--- src/rtl/flow_switch_pkg.sv ---
// Constants, register map and carrier types of the flow limit switch
// Functional notes
// Teach is taken only if the contact stays active 0.5 s to 2 s.
// Shorter or longer contact is discarded; all stored values stay unchanged.
// While the teach contact is active the LED flashes.
// Teach stores measured value plus signed factory offset.
// Teach updates the limit, or optionally the output end value.
// Minimum switch enters alarm when the value falls below the limit.
// Minimum switch returns when the value exceeds limit plus hysteresis.
// Maximum switch enters alarm when the value exceeds the limit.
// Maximum switch returns when the value drops below limit minus hysteresis.
// Configurable delay before entering the alarm state.
// Separate configurable delay before returning to the normal state.
// Outside teach the LED is lit in normal state, dark in alarm.
// Standard polarity: output high in normal state, low in alarm.
// Inverted polarity: output low in normal state, high in alarm.
// Power-on option holds the output normal for a set time after reset.
// Output function codes: minimum switch, maximum switch, frequency output.
// Hysteresis is 2 percent of full scale unless a special value is set.
// Outside teach the LED blinks when 10 percent beyond the switching value.
// A vanishing condition cancels a pending delay; timing restarts later.
package flow_switch_pkg;

    // Timing
    localparam int CLK_PERIOD_NS = 25;
    localparam int TICK_PERIOD_NS = 1_000_000;
    localparam int TICK_CYCLES = TICK_PERIOD_NS / CLK_PERIOD_NS;
    localparam int TEACH_MIN_MS = 500;
    localparam int TEACH_MAX_MS = 2000;
    localparam int LED_BLINK_MS = 250;
    localparam int HYST_STD_PCT = 2;
    localparam int BEYOND_PCT = 10;
    localparam int VAL_W = 16;
    localparam int MS_W = 12;

    // Register byte offsets
    localparam logic [7:0] OFS_CTRL = 8'h00;
    localparam logic [7:0] OFS_LIMIT = 8'h04;
    localparam logic [7:0] OFS_HYST = 8'h08;
    localparam logic [7:0] OFS_ENTRY_DLY = 8'h0C;
    localparam logic [7:0] OFS_EXIT_DLY = 8'h10;
    localparam logic [7:0] OFS_PON_DLY = 8'h14;
    localparam logic [7:0] OFS_TEACH_OFS = 8'h18;
    localparam logic [7:0] OFS_END_VALUE = 8'h1C;
    localparam logic [7:0] OFS_FULL_SCALE = 8'h20;
    localparam logic [7:0] OFS_STATUS = 8'h24;
    localparam logic [7:0] OFS_IRQ_STAT = 8'h28;
    localparam logic [7:0] OFS_IRQ_MASK = 8'h2C;
    localparam logic [7:0] OFS_MEAS = 8'h30;

    // Output function codes: 0 minimum, 1 maximum, 2 frequency
    typedef enum logic [1:0] {
        FUNC_MIN,
        FUNC_MAX,
        FUNC_FREQ
    } switch_func_type;

    // Control register, bits [5:0]
    typedef struct packed {
        logic hyst_special;
        logic teach_end;
        logic pon_en;
        logic invert;
        logic [1:0] func;
    } ctrl_type;
    localparam int CTRL_W = 6;

    // Event bits, shared by interrupt mask and interrupt status
    typedef struct packed {
        logic teach_bad;
        logic teach_ok;
        logic alarm_exit;
        logic alarm_entry;
    } events_type;
    localparam int EVT_W = 4;

    // Reset values
    localparam logic [5:0] CTRL_RST = 6'h00;
    localparam logic [15:0] LIMIT_RST = 16'h8000;
    localparam logic [15:0] HYST_RST = 16'h0000;
    localparam logic [15:0] DLY_RST = 16'h0000;
    localparam logic [15:0] TEACH_OFS_RST = 16'h0000;
    localparam logic [15:0] END_VALUE_RST = 16'hFFFF;
    localparam logic [15:0] FULL_SCALE_RST = 16'hFFFF;
    localparam logic [3:0] EVT_RST = 4'h0;

endpackage

--- src/rtl/qual_timer.sv ---
// Millisecond delay timer that restarts whenever its condition drops
`timescale 1ns/1ps
`default_nettype none
module qual_timer #(
    parameter int W = 16
) (
    // Clock and reset
    input wire logic i_sys_clk,
    input wire logic i_resetn,
    // Control
    input wire logic i_run,
    input wire logic i_tick,
    input wire logic [W-1:0] i_limit,
    // Result
    output logic o_done
);
    logic [W-1:0] cnt_q;
    logic [W-1:0] cnt_d;
    logic step;

    assign step = i_tick && (cnt_q < i_limit);
    // Condition gone clears the count
    assign cnt_d = !i_run ? '0 : (step ? cnt_q + W'(1) : cnt_q);
    assign o_done = i_run && (cnt_q >= i_limit);

    always_ff @(posedge i_sys_clk) begin
        if (!i_resetn) begin
            cnt_q <= '0;
        end else begin
            cnt_q <= cnt_d;
        end
    end
endmodule
`default_nettype wire

--- src/rtl/flow_limit_switch_teach.sv ---
// Flow sensor limit switch with teach contact, delays and APB registers
//
// Our own choices: the APB register port and the register offsets.
`timescale 1ns/1ps
`default_nettype none
module flow_limit_switch_teach #(
    parameter int TICK_CYCLES = flow_switch_pkg::TICK_CYCLES,
    parameter int VAL_W = flow_switch_pkg::VAL_W
) (
    // Clock and reset
    input wire logic i_sys_clk,
    input wire logic i_resetn,
    // APB slave
    input wire logic i_psel,
    input wire logic i_penable,
    input wire logic i_pwrite,
    input wire logic [7:0] i_paddr,
    input wire logic [31:0] i_pwdata,
    output logic [31:0] o_prdata,
    output logic o_pready,
    output logic o_pslverr,
    // Sensor side
    input wire logic [VAL_W-1:0] i_meas_value,
    input wire logic i_freq_wave,
    input wire logic i_teach_contact,
    // Outputs
    output logic o_switch_out,
    output logic o_led,
    output logic [VAL_W-1:0] o_end_value,
    output logic o_irq
);
    localparam int TCW = $clog2(TICK_CYCLES + 1);
    localparam int SW = VAL_W + 2;
    localparam int MS_W = flow_switch_pkg::MS_W;

    if (TICK_CYCLES < 2 || VAL_W < 8 || VAL_W > 16) begin : g_bad_params
        $error("flow_limit_switch_teach: unsupported parameter values");
    end

    typedef enum logic {
        ST_NORMAL,
        ST_ALARM
    } state_type;

    // Millisecond tick
    logic [TCW-1:0] tick_cnt_q;
    logic tick;
    assign tick = (tick_cnt_q == TCW'(TICK_CYCLES - 1));
    always_ff @(posedge i_sys_clk) begin
        if (!i_resetn) begin
            tick_cnt_q <= '0;
        end else begin
            tick_cnt_q <= tick ? '0 : tick_cnt_q + TCW'(1);
        end
    end

    // Registers
    flow_switch_pkg::ctrl_type ctrl_q;
    logic [VAL_W-1:0] limit_q;
    logic [VAL_W-1:0] hyst_q;
    logic [15:0] entry_dly_q;
    logic [15:0] exit_dly_q;
    logic [15:0] pon_dly_q;
    logic [VAL_W-1:0] teach_ofs_q;
    logic [VAL_W-1:0] end_value_q;
    logic [VAL_W-1:0] full_scale_value_q;
    logic [3:0] irq_stat_q;
    logic [3:0] irq_mask_q;

    // Bus decode
    logic setup;
    logic wr;
    logic hit;
    logic wr_ctrl, wr_limit, wr_hyst, wr_entry, wr_exit, wr_pon;
    logic wr_ofs, wr_end, wr_fs, wr_stat, wr_mask;
    assign setup = i_psel && !i_penable;
    assign wr = i_psel && i_penable && i_pwrite;
    assign wr_ctrl = wr && (i_paddr == flow_switch_pkg::OFS_CTRL);
    assign wr_limit = wr && (i_paddr == flow_switch_pkg::OFS_LIMIT);
    assign wr_hyst = wr && (i_paddr == flow_switch_pkg::OFS_HYST);
    assign wr_entry = wr && (i_paddr == flow_switch_pkg::OFS_ENTRY_DLY);
    assign wr_exit = wr && (i_paddr == flow_switch_pkg::OFS_EXIT_DLY);
    assign wr_pon = wr && (i_paddr == flow_switch_pkg::OFS_PON_DLY);
    assign wr_ofs = wr && (i_paddr == flow_switch_pkg::OFS_TEACH_OFS);
    assign wr_end = wr && (i_paddr == flow_switch_pkg::OFS_END_VALUE);
    assign wr_fs = wr && (i_paddr == flow_switch_pkg::OFS_FULL_SCALE);
    assign wr_stat = wr && (i_paddr == flow_switch_pkg::OFS_IRQ_STAT);
    assign wr_mask = wr && (i_paddr == flow_switch_pkg::OFS_IRQ_MASK);

    // Teach contact synchroniser and duration counter
    logic cont_meta_q;
    logic cont_sync_q;
    logic cont_prev_q;
    logic [MS_W-1:0] teach_ms_q;
    logic teach_release;
    logic teach_ok;
    logic teach_bad;
    logic teach_limit;
    logic teach_end;
    logic [SW-1:0] teach_sum;
    logic [VAL_W-1:0] teach_val;

    always_ff @(posedge i_sys_clk) begin
        if (!i_resetn) begin
            cont_meta_q <= 1'b0;
            cont_sync_q <= 1'b0;
            cont_prev_q <= 1'b0;
        end else begin
            cont_meta_q <= i_teach_contact;
            cont_sync_q <= cont_meta_q;
            cont_prev_q <= cont_sync_q;
        end
    end

    // Count stops one past the longest valid time
    always_ff @(posedge i_sys_clk) begin
        if (!i_resetn || !cont_sync_q) begin
            teach_ms_q <= '0;
        end else if (tick && teach_ms_q <= MS_W'(flow_switch_pkg::TEACH_MAX_MS)) begin
            teach_ms_q <= teach_ms_q + MS_W'(1);
        end
    end

    assign teach_release = cont_prev_q && !cont_sync_q;
    assign teach_ok = teach_release
        && teach_ms_q >= MS_W'(flow_switch_pkg::TEACH_MIN_MS)
        && teach_ms_q <= MS_W'(flow_switch_pkg::TEACH_MAX_MS);
    assign teach_bad = teach_release && !teach_ok;
    assign teach_limit = teach_ok && !ctrl_q.teach_end;
    assign teach_end = teach_ok && ctrl_q.teach_end;

    // Measured value plus signed offset, clamped to the value range
    assign teach_sum = $signed({2'b00, i_meas_value})
        + $signed({{2{teach_ofs_q[VAL_W-1]}}, teach_ofs_q});
    assign teach_val = teach_sum[SW-1] ? '0
        : (teach_sum[SW-2] ? '1 : teach_sum[VAL_W-1:0]);

    // Thresholds
    logic [31:0] fs_wide;
    logic [VAL_W-1:0] hyst_std;
    logic [VAL_W-1:0] hyst_eff;
    logic [VAL_W-1:0] beyond_step;
    logic signed [SW-1:0] meas_s, lim_s, hyst_s, beyond_s;
    logic min_mode, max_mode, limit_mode;
    logic enter_cond, leave_cond, beyond;

    assign fs_wide = 32'(full_scale_value_q);
    assign hyst_std = VAL_W'(fs_wide * flow_switch_pkg::HYST_STD_PCT / 100);
    assign hyst_eff = ctrl_q.hyst_special ? hyst_q : hyst_std;
    assign beyond_step = VAL_W'(fs_wide * flow_switch_pkg::BEYOND_PCT / 100);
    assign meas_s = $signed({2'b00, i_meas_value});
    assign lim_s = $signed({2'b00, limit_q});
    assign hyst_s = $signed({2'b00, hyst_eff});
    assign beyond_s = $signed({2'b00, beyond_step});

    assign min_mode = (ctrl_q.func == flow_switch_pkg::FUNC_MIN);
    assign max_mode = (ctrl_q.func == flow_switch_pkg::FUNC_MAX);
    assign limit_mode = min_mode || max_mode;
    assign enter_cond = min_mode ? (meas_s < lim_s)
        : (max_mode && meas_s > lim_s);
    assign leave_cond = min_mode ? (meas_s > lim_s + hyst_s)
        : (max_mode && meas_s < lim_s - hyst_s);
    assign beyond = min_mode ? (meas_s <= lim_s - beyond_s)
        : (max_mode && meas_s >= lim_s + beyond_s);

    // Delay timers
    state_type state_q;
    state_type state_d;
    logic entry_run, entry_done;
    logic exit_run, exit_done;
    logic pon_done;
    logic hold;

    assign hold = ctrl_q.pon_en && !pon_done;
    assign entry_run = (state_q == ST_NORMAL) && enter_cond && !hold;
    assign exit_run = (state_q == ST_ALARM) && leave_cond;

    qual_timer #(.W(16)) u_entry_timer (
        .i_sys_clk(i_sys_clk),
        .i_resetn(i_resetn),
        .i_run(entry_run),
        .i_tick(tick),
        .i_limit(entry_dly_q),
        .o_done(entry_done)
    );

    qual_timer #(.W(16)) u_exit_timer (
        .i_sys_clk(i_sys_clk),
        .i_resetn(i_resetn),
        .i_run(exit_run),
        .i_tick(tick),
        .i_limit(exit_dly_q),
        .o_done(exit_done)
    );

    // Runs from reset release
    qual_timer #(.W(16)) u_pon_timer (
        .i_sys_clk(i_sys_clk),
        .i_resetn(i_resetn),
        .i_run(1'b1),
        .i_tick(tick),
        .i_limit(pon_dly_q),
        .o_done(pon_done)
    );

    // Normal / alarm state
    always_comb begin
        state_d = state_q;
        case (state_q)
            ST_NORMAL: begin
                if (entry_done) begin
                    state_d = ST_ALARM;
                end
            end
            ST_ALARM: begin
                if (hold || !limit_mode || exit_done) begin
                    state_d = ST_NORMAL;
                end
            end
            default: begin
                state_d = ST_NORMAL;
            end
        endcase
    end

    always_ff @(posedge i_sys_clk) begin
        if (!i_resetn) begin
            state_q <= ST_NORMAL;
        end else begin
            state_q <= state_d;
        end
    end

    // Blink timebase
    logic [MS_W-1:0] blink_ms_q;
    logic blink_q;
    logic blink_wrap;
    assign blink_wrap = tick && (blink_ms_q == MS_W'(flow_switch_pkg::LED_BLINK_MS - 1));
    always_ff @(posedge i_sys_clk) begin
        if (!i_resetn) begin
            blink_ms_q <= '0;
            blink_q <= 1'b0;
        end else begin
            if (blink_wrap) begin
                blink_ms_q <= '0;
            end else if (tick) begin
                blink_ms_q <= blink_ms_q + MS_W'(1);
            end
            blink_q <= blink_q ^ blink_wrap;
        end
    end

    // Switching output and LED
    logic normal;
    logic sw_d;
    logic led_d;
    assign normal = (state_q == ST_NORMAL);
    assign sw_d = ctrl_q.func == flow_switch_pkg::FUNC_FREQ ? i_freq_wave
        : (normal ^ ctrl_q.invert);
    assign led_d = cont_sync_q ? blink_q
        : (beyond ? blink_q : normal);

    always_ff @(posedge i_sys_clk) begin
        if (!i_resetn) begin
            o_switch_out <= 1'b1;
            o_led <= 1'b1;
        end else begin
            o_switch_out <= sw_d;
            o_led <= led_d;
        end
    end

    // Configuration registers; teach wins over a bus write
    always_ff @(posedge i_sys_clk) begin
        if (!i_resetn) begin
            ctrl_q <= flow_switch_pkg::CTRL_RST;
            limit_q <= VAL_W'(flow_switch_pkg::LIMIT_RST);
            hyst_q <= VAL_W'(flow_switch_pkg::HYST_RST);
            entry_dly_q <= flow_switch_pkg::DLY_RST;
            exit_dly_q <= flow_switch_pkg::DLY_RST;
            pon_dly_q <= flow_switch_pkg::DLY_RST;
            teach_ofs_q <= VAL_W'(flow_switch_pkg::TEACH_OFS_RST);
            end_value_q <= VAL_W'(flow_switch_pkg::END_VALUE_RST);
            full_scale_value_q <= VAL_W'(flow_switch_pkg::FULL_SCALE_RST);
            irq_mask_q <= flow_switch_pkg::EVT_RST;
        end else begin
            if (wr_ctrl) ctrl_q <= i_pwdata[flow_switch_pkg::CTRL_W-1:0];
            if (teach_limit) begin
                limit_q <= teach_val;
            end else if (wr_limit) begin
                limit_q <= i_pwdata[VAL_W-1:0];
            end
            if (teach_end) begin
                end_value_q <= teach_val;
            end else if (wr_end) begin
                end_value_q <= i_pwdata[VAL_W-1:0];
            end
            if (wr_hyst) hyst_q <= i_pwdata[VAL_W-1:0];
            if (wr_entry) entry_dly_q <= i_pwdata[15:0];
            if (wr_exit) exit_dly_q <= i_pwdata[15:0];
            if (wr_pon) pon_dly_q <= i_pwdata[15:0];
            if (wr_ofs) teach_ofs_q <= i_pwdata[VAL_W-1:0];
            if (wr_fs) full_scale_value_q <= i_pwdata[VAL_W-1:0];
            if (wr_mask) irq_mask_q <= i_pwdata[flow_switch_pkg::EVT_W-1:0];
        end
    end

    // Sticky events, write one to clear, set wins
    flow_switch_pkg::events_type evt;
    logic [3:0] stat_clr;
    assign evt.alarm_entry = normal && (state_d == ST_ALARM);
    assign evt.alarm_exit = !normal && (state_d == ST_NORMAL);
    assign evt.teach_ok = teach_ok;
    assign evt.teach_bad = teach_bad;
    assign stat_clr = wr_stat ? i_pwdata[3:0] : 4'h0;

    always_ff @(posedge i_sys_clk) begin
        if (!i_resetn) begin
            irq_stat_q <= flow_switch_pkg::EVT_RST;
            o_irq <= 1'b0;
        end else begin
            irq_stat_q <= (irq_stat_q & ~stat_clr) | evt;
            o_irq <= |(((irq_stat_q & ~stat_clr) | evt) & irq_mask_q);
        end
    end

    // Read path, sampled in the setup phase
    logic [31:0] rd_mux;
    logic [31:0] status_word;
    assign status_word = {26'h000_0000, cont_sync_q, hold, beyond,
        o_led, o_switch_out, !normal};
    assign hit = (i_paddr <= flow_switch_pkg::OFS_MEAS) && (i_paddr[1:0] == 2'b00);

    always_comb begin
        case (i_paddr)
            flow_switch_pkg::OFS_CTRL: rd_mux = 32'(ctrl_q);
            flow_switch_pkg::OFS_LIMIT: rd_mux = 32'(limit_q);
            flow_switch_pkg::OFS_HYST: rd_mux = 32'(hyst_q);
            flow_switch_pkg::OFS_ENTRY_DLY: rd_mux = 32'(entry_dly_q);
            flow_switch_pkg::OFS_EXIT_DLY: rd_mux = 32'(exit_dly_q);
            flow_switch_pkg::OFS_PON_DLY: rd_mux = 32'(pon_dly_q);
            flow_switch_pkg::OFS_TEACH_OFS: rd_mux = 32'(teach_ofs_q);
            flow_switch_pkg::OFS_END_VALUE: rd_mux = 32'(end_value_q);
            flow_switch_pkg::OFS_FULL_SCALE: rd_mux = 32'(full_scale_value_q);
            flow_switch_pkg::OFS_STATUS: rd_mux = status_word;
            flow_switch_pkg::OFS_IRQ_STAT: rd_mux = 32'(irq_stat_q);
            flow_switch_pkg::OFS_IRQ_MASK: rd_mux = 32'(irq_mask_q);
            flow_switch_pkg::OFS_MEAS: rd_mux = 32'(i_meas_value);
            default: rd_mux = 32'h0000_0000;
        endcase
    end

    always_ff @(posedge i_sys_clk) begin
        if (!i_resetn) begin
            o_prdata <= 32'h0000_0000;
        end else if (setup) begin
            o_prdata <= rd_mux;
        end
    end

    assign o_pready = i_psel && i_penable;
    assign o_pslverr = i_psel && i_penable && !hit;
    assign o_end_value = end_value_q;
endmodule
`default_nettype wire

--- config.mk ---
export PLATFORM = sky130hd
export DESIGN_NAME = flow_limit_switch_teach
export DESIGN_NICKNAME = d
export VERILOG_FILES = /design/src/rtl/flow_switch_pkg.sv /design/src/rtl/qual_timer.sv /design/src/rtl/flow_limit_switch_teach.sv
export SDC_FILE = /design/constraint.sdc
export NUM_CORES = 1
export LEC_CHECK = 0
export ABC_CLOCK_PERIOD_IN_PS = 33700
export BUFFER_PORTS_ARGS = -buffer_cell sky130_fd_sc_hd__buf_4
export CORE_MARGIN = 5
export CORE_UTILIZATION = 60
export CTS_BUF_LIST = sky130_fd_sc_hd__clkbuf_4
export CTS_CLUSTER_DIAMETER = 150
export DETAILED_ROUTE_END_ITERATION = 8
export GPL_ROUTABILITY_DRIVEN = 0
export MAX_ROUTING_LAYER = met4
export PLACE_DENSITY_LB_ADDON = 0.05
export SYNTH_ARGS = -nofsm -noshare
export SYNTH_HDL_FRONTEND = slang
export SYNTH_SLANG_ARGS = --single-unit
--- constraint.sdc ---
create_clock -name i_sys_clk -period 33.7 [get_ports i_sys_clk]
set_input_delay 6.74 -clock i_sys_clk [delete_from_list [all_inputs] [get_ports i_sys_clk]]
set_output_delay 6.74 -clock i_sys_clk [all_outputs]
set_load 0.01 [all_outputs]
* Yosys cells after proc, flatten, opt, wreduce, memory -nomap -nowiden
Cells that the tools add are included.
** Storage, ports and cells
- Output and inout bits :: 53
- Register bits :: 270
- Input bits :: 63
** Operators by class
- Divide/modulo/power cells :: 2
- $mul :: 1
- $add $sub $neg :: 11
- Bitwise gates (word level) :: 9
- Equal/unequal tests :: 16
- Multiplexer cells :: 18
- $lt $le $gt $ge :: 15
- Reduce and logical (&&, ||, !) cells :: 61
** Operators by type and width (number)
- one-hot mux 16 bit (13 select lines) :: 1
- 2-to-1 mux 16 bit :: 7
- adder 16 x 1 -> 16 bit (second input constant) :: 4
- less-than comparator 16 bit :: 4
- >= comparator 16 bit :: 3
- == test 8 x 6 -> 1 bit (second input constant) :: 5
- logical AND 1 bit :: 38
- adder 16 x 16 -> 17 bit :: 2
- subtractor 16 x 16 -> 17 bit :: 2
- divider 17 x 7 -> 32 bit (second input constant) :: 1
- divider 32 x 7 -> 32 bit (second input constant) :: 1
- == test 8 x 5 -> 1 bit (second input constant) :: 4
- adder 12 x 1 -> 12 bit (second input constant) :: 2
- multiplier 16 x 3 -> 19 bit (second input constant) :: 1
- adder 17 x 16 -> 18 bit :: 1
- >= comparator 16 x 17 -> 1 bit :: 1
- > comparator 16 x 17 -> 1 bit :: 1
- less-or-equal comparator 17 bit :: 1
- less-than comparator 17 bit :: 1
- == test 16 bit (second input constant) :: 1
- == test 8 x 4 -> 1 bit (second input constant) :: 2
- > comparator 16 bit :: 1
- == test 12 x 8 -> 1 bit (second input constant) :: 1
- >= comparator 12 x 9 -> 1 bit (second input constant) :: 1
- other kinds (21) :: 47

* Logic depth before layout (Yosys ltp)
- Depth in word-level cells :: 16
- Depth in mapped cells :: 74

* Modules after synthesis
Synthesis repeated with hierarchy kept, for this count alone.
** Second synthesis, totals
- Cell total of the unflattened synthesis :: 3022
- Area, all modules :: 23272.3 sq um
** Modules (own cells, without submodules)
- flow_limit_switch_teach :: cells each 2578, area each 19743.9 sq um, instances 1
- qual_timer :: cells each 148, area each 1176.1 sq um, instances 3

* Worst setup path before layout
Ideal clock, no wire load.
- Path type :: input to output
- From :: input i_paddr[1]
- To :: output o_pslverr
- Arrival time :: 7.742 ns
- Setup slack :: 19.218 ns
- Stages :: 5
- Cells stage by stage :: or4_1 clkbuf_1 nand3_1 nand3_1 and2_1
** On the way
- Word-level cells in the longest chain between the ends :: 4
- Elaborated cells on any way between the ends :: 5
- Those cells by class :: order compare: 1; reduce/logical: 4
** Ends and longest elaborated chain
- from (decl) :: line flow_limit_switch_teach.sv:17 : input wire logic [7:0] i_paddr,
- less-or-equal comparator 8 x 6 -> 1 bit or zero test 2 bit (tied branches) :: line flow_limit_switch_teach.sv:332 : assign hit = (i_paddr <= flow_switch_pkg::OFS_MEAS) && (i_paddr[1:0] == 2'b00);
- logical AND 1 bit (*) :: line flow_limit_switch_teach.sv:332
- zero test 1 bit (*) :: line flow_limit_switch_teach.sv:362 : assign o_pslverr = i_psel && i_penable && !hit;
- logical AND 1 bit (*) :: line flow_limit_switch_teach.sv:362
- to (decl) :: line flow_limit_switch_teach.sv:21 : output logic o_pslverr,
Every way passes the cells marked *; elsewhere a longest branch is shown, timed or not.

* Worst setup path after layout
- From :: register full_scale_value_q[3]
- To :: register o_prdata[3]
** On the way
- Word-level cells in the longest chain between the ends :: 7
- Elaborated cells on any way between the ends :: 9
- Those cells by class :: add/sub: 2; mul: 1; div: 1; order compare: 2; mux: 2; reduce/logical: 1
** Ends and longest elaborated chain
- from (decl) :: line flow_limit_switch_teach.sv:66 : logic [VAL_W-1:0] full_scale_value_q;
- from (signal assigned) :: line flow_limit_switch_teach.sv:284 : full_scale_value_q <= VAL_W'(flow_switch_pkg::FULL_SCALE_RST);
- from (signal assigned) :: line flow_limit_switch_teach.sv:303 : if (wr_fs) full_scale_value_q <= i_pwdata[VAL_W-1:0];
- multiplier 16 x 3 -> 19 bit :: line flow_limit_switch_teach.sv:150 : assign beyond_step = VAL_W'(fs_wide * flow_switch_pkg::BEYOND_PCT / 100);
- divider 32 x 7 -> 32 bit :: line flow_limit_switch_teach.sv:150
- adder 16 x 16 -> 17 bit :: line flow_limit_switch_teach.sv:164 : : (max_mode && meas_s >= lim_s + beyond_s);
- >= comparator 16 x 17 -> 1 bit :: line flow_limit_switch_teach.sv:164
- logical AND 1 bit :: line flow_limit_switch_teach.sv:164
- 2-to-1 mux 1 bit :: line flow_limit_switch_teach.sv:163 : assign beyond = min_mode ? (meas_s <= lim_s - beyond_s)
- one-hot mux 16 bit (13 select lines) (*) :: line flow_limit_switch_teach.sv:335 : case (i_paddr)
- to (signal assigned) :: line flow_limit_switch_teach.sv:357 : o_prdata <= rd_mux;
- to (decl) :: line flow_limit_switch_teach.sv:19 : output logic [31:0] o_prdata,
Marked as above.
A chain may end at the register's enable or synchronous reset.

==> out/qor.csv <==
stage,metric,value,unit
global_routing,initial antenna violation count,2,
pwr,PD cells,45.9,nW/um^2
floorplan,Die Height,206,um
floorplan,Starting Density,0.610,
sta,post-route minimum period,16270,ps
clock_tree,CTS Sinks,254,
synthesis,sequential area share after synthesis,0.220,
critical_path,CP arrival,16970,ps
synthesis,complex-gate fraction of the synthesized area,0.257,
routing,DR iter-0 viols,2572,
run,Max Cap Violations,0,
sta,"Slew Viols, Final",0,
synthesis,"Top FF cell, synth",dfxtp_1,
sta,final hold violation count,0,
sta,maximum achievable frequency,61.5,MHz
clock_tree,CTS tree,built,
clock_tree,number of gates resized after cts,0,
sta,Clock Skew,53.4,ps
global_routing,vias in the first global route,21828,
routing,DRC Markers,0,
synthesis,Avg Inst Size Synth,7.71,um^2
hold_path,Hold WC Path Type,reg -> reg,
pwr,Cell Int Power,0.660,mW
floorplan,Die ar.,42500,um^2
floorplan,Ports,116,
pwr,Seq pwr share,0.268,
clock_tree,CTS Root Cell,clkbuf_4,
placement,post-DP HPWL,55400,um
critical_path,kind of critical path,reg -> reg,
sta,WHS,446,ps
pwr,Comb pwr share,0.504,
clock_tree,CTS Hold Buffers Added,0,
layout,Final #Nets,3325,
layout,Register Area,5080,um^2
sta,Rel. slew slack,0.0728,
layout,area of the multi-input gates,16700,um^2
layout,fill count,3388,
pwr,Clk pwr share,0.228,
critical_path,Critical Path Max Stage Delay,680,ps
routing,Routed Antenna Nets,0,
placement,# port buffers,83,
global_routing,first-pass GRT wire length,115000,um
floorplan,standard-cell row count,71,
routing,first-pass detailed-route iteration total,9,
synthesis,adder-cell area share of the yosys netlist,0.140,
critical_path,cell mode on critical path,a21oi_1,
pwr,VDD IR max,0.0656,mV
synthesis,Syn Inst Count,2994,
synthesis,Seq cells post-synth,254,
critical_path,"Data required, critical path",34400,ps
outcome,outcome,completed,
synthesis,combinational family with the most area after synthesis,compound AO/OA/AOI/OAI gates,
synthesis,Post-synth ARST share,0,
routing,via count,22844,
clock_tree,Worst-path clk slew,80,ps
routing,post-DR wirelength/cell,20.5,um
global_routing,GRT Total Usage,0.345,
synthesis,Syn. warnings,0,
clock_tree,CTS HTree Levels,2,
clock_tree,"Setup Fix Bufs, Post-CTS",0,
clock_tree,cts bufs inserted,60,
critical_path,Worst Path Max Fanout,12,
pwr,Switch Pwr,0.469,mW
layout,Area Growth Syn to Fin,6.55,%
sta,setup TNS,0,ps
clock_tree,clock latency on the worst-skew pair,770,ps
hold_path,hold path cells,1,
layout,layout cells sized above 1,0.0955,
synthesis,Post-synth EDFFs,0,
routing,final wirelength,73300,um
critical_path,reg2reg path depth,67,
critical_path,Critical Path End Type,register,
sta,worst slew pin tran,1380,ps
sta,setup violators final,0,
synthesis,Simple-Gate Fraction of Synth Area,0.220,
floorplan,Core Area,37800,um^2
synthesis,multiplexer share of the synthesized area,0.0318,
sta,RSZ-0062 raised after global routing,false,
pwr,Sw Ratio,0.415,
pwr,static leakage,10.2,nW
critical_path,Critical Path Source Type,register,
routing,Vias/cell,6.40,
global_routing,GR Overflow Total,0,
synthesis,Synth cell types,115,
clock_tree,Bufs on Longest Clock Path,3,
floorplan,die width,206,um
synthesis,Synth Area in XOR/XNOR,0.0732,
synthesis,Netlist Area Pre-Place,23100,um^2
sta,period utilisation layout,0.483,
global_routing,largest net degree at the start of global routing,108,
critical_path,worst-path cell with the longest stage delay,a222oi_1,
critical path: cells and delay by family, from the launching register on:
| kind | cells | cell delay, ps |
|---|---|---|
| AND/OR/NAND/NOR | 14 | 2720 |
| XOR/XNOR | 3 | 890 |
| adder cells (fa/ha/maj) | 6 | 1940 |
| flip-flops | 1 | 670 |
| buffers and inverters | 4 | 410 |
| AO/OA/AOI/OAI | 38 | 8940 |
| multiplexers | 2 | 580 |
layout by cell type (no fill, tap or decap), types with 50 or more instances in the layout:
master    instances
o21ai_0         119
inv_1           166
a21o_1           55
a21boi_0        102
ha_1            240
nand2_1         404
nor2_1          196
xnor2_1         120
a21oi_1         169
mux2i_1          50
nand4_1          54
nand3_1         124
clkbuf_4         81
xor2_1           63
a22oi_1          51
dfxtp_1         254
buf_4            99
final cells by class:
type | count | share of cell area
antenna | 2 | 0.000204
timing repair buffer | 99 | 0.0302
multi-input combinational | 2431 | 0.680
tap | 511 | 0.0260
clock inverter | 24 | 0.00616
clock buffer | 81 | 0.0247
sequential | 254 | 0.207
inverter | 170 | 0.0260
kinds of logic after synthesis:
family | count (synthesis)
flops | 254
compound gates | 832
other cells | 1
fa+ha+maj | 257
simple gates | 1070
buf+inv | 324
xor+xnor | 188
mux | 68
final timing paths:
| path | end | slack (ps) | startpoint |
|---|---|---|---|
| worst max-delay path | o_prdata[3] | 17430 | full_scale_value_q[3] |
| worst min-delay path | cont_sync_q | 450 | cont_meta_q |
| worst max register to register | o_prdata[3] | 17430 | full_scale_value_q[3] |
| worst min register to register | cont_sync_q | 450 | cont_meta_q |
metal layers:
metal	up-vias	share of wire	track usage
li1	10796	-	-
met1	10673	0.39	0.421
met2	1105	0.45	0.556
met3	270	0.090	0.0518
met4	0	0.062	0.179
met5	-	0	-
synthesized netlist by cell type, types with 8 or more instances:
| library cell | count | area share |
|---|---|---|
| a211oi_1 | 15 | 0.0049 |
| a21boi_0 | 102 | 0.033 |
| a21o_1 | 55 | 0.018 |
| a21oi_1 | 169 | 0.037 |
| a221oi_1 | 24 | 0.0091 |
| a222oi_1 | 15 | 0.0065 |
| a22o_1 | 15 | 0.0057 |
| a22oi_1 | 51 | 0.017 |
| a31oi_1 | 19 | 0.0052 |
| a32oi_1 | 8 | 0.0030 |
| and2_1 | 44 | 0.012 |
| and3_1 | 41 | 0.011 |
| buf_2 | 12 | 0.0026 |
| buf_4 | 18 | 0.0059 |
| clkbuf_1 | 116 | 0.019 |
| dfxtp_1 | 254 | 0.22 |
| ha_1 | 240 | 0.13 |
| inv_1 | 166 | 0.027 |
| maj3_1 | 11 | 0.0048 |
| mux2_2 | 14 | 0.0068 |
| mux2i_1 | 50 | 0.022 |
| nand2_1 | 404 | 0.066 |
| nand2b_1 | 46 | 0.012 |
| nand3_1 | 124 | 0.027 |
| nand4_1 | 54 | 0.015 |
| nor2_1 | 197 | 0.032 |
| nor2b_1 | 45 | 0.012 |
| nor3_1 | 34 | 0.0074 |
| nor4_1 | 9 | 0.0024 |
| o211ai_1 | 29 | 0.0094 |
| o21a_1 | 15 | 0.0049 |
| o21ai_0 | 119 | 0.026 |
| o21ai_1 | 13 | 0.0028 |
| o21ai_2 | 9 | 0.0034 |
| o21bai_1 | 45 | 0.015 |
| o22ai_1 | 8 | 0.0022 |
| o31ai_1 | 11 | 0.0036 |
| or2_2 | 12 | 0.0033 |
| or3_1 | 24 | 0.0065 |
| xnor2_1 | 120 | 0.046 |
| xor2_1 | 63 | 0.024 |
state kept, by name, summed over array words and instances (netlist names), 6 cells and up:
signal               count
o_end_value             16
u_pon_timer.cnt_q       16
pon_dly_q               16
teach_ms_q              12
hyst_q                  16
u_exit_timer.cnt_q      16
limit_q                 16
tick_cnt_q              16
exit_dly_q              16
o_prdata                16
u_entry_timer.cnt_q     16
entry_dly_q             16
ctrl_q                   6
full_scale_value_q      16
teach_ofs_q             16
blink_ms_q              12
stage by stage:
stage | setup slack, ps | power [mW] | cells | cell area [um^2] | utilization
after floorplan | 19220 | 0.751 | 3009 | 23100 | -
after global placement | 18130 | 0.843 | 3465 | 23800 | 0.630
after detailed placement | 17880 | 0.866 | 3465 | 23800 | 0.630
after CTS | 17730 | 1.12 | 3570 | 24600 | 0.650
after global routing | 16210 | 1.21 | 3572 | 24600 | 0.650
final | 17430 | 1.13 | 3572 | 24600 | 0.650
power by group through the flow:
stage | Sequential, mW | Combinational [mW] | Clock (mW)
5_1_grt | 0.303 | 0.631 | 0.277
2_1_floorplan | 0.309 | 0.442 | 0
3_3_place_gp | 0.310 | 0.533 | 0
6_report | 0.303 | 0.569 | 0.257
3_5_place_dp | 0.310 | 0.557 | 0
4_1_cts | 0.303 | 0.561 | 0.261
(Power assumes the default switching activity.)
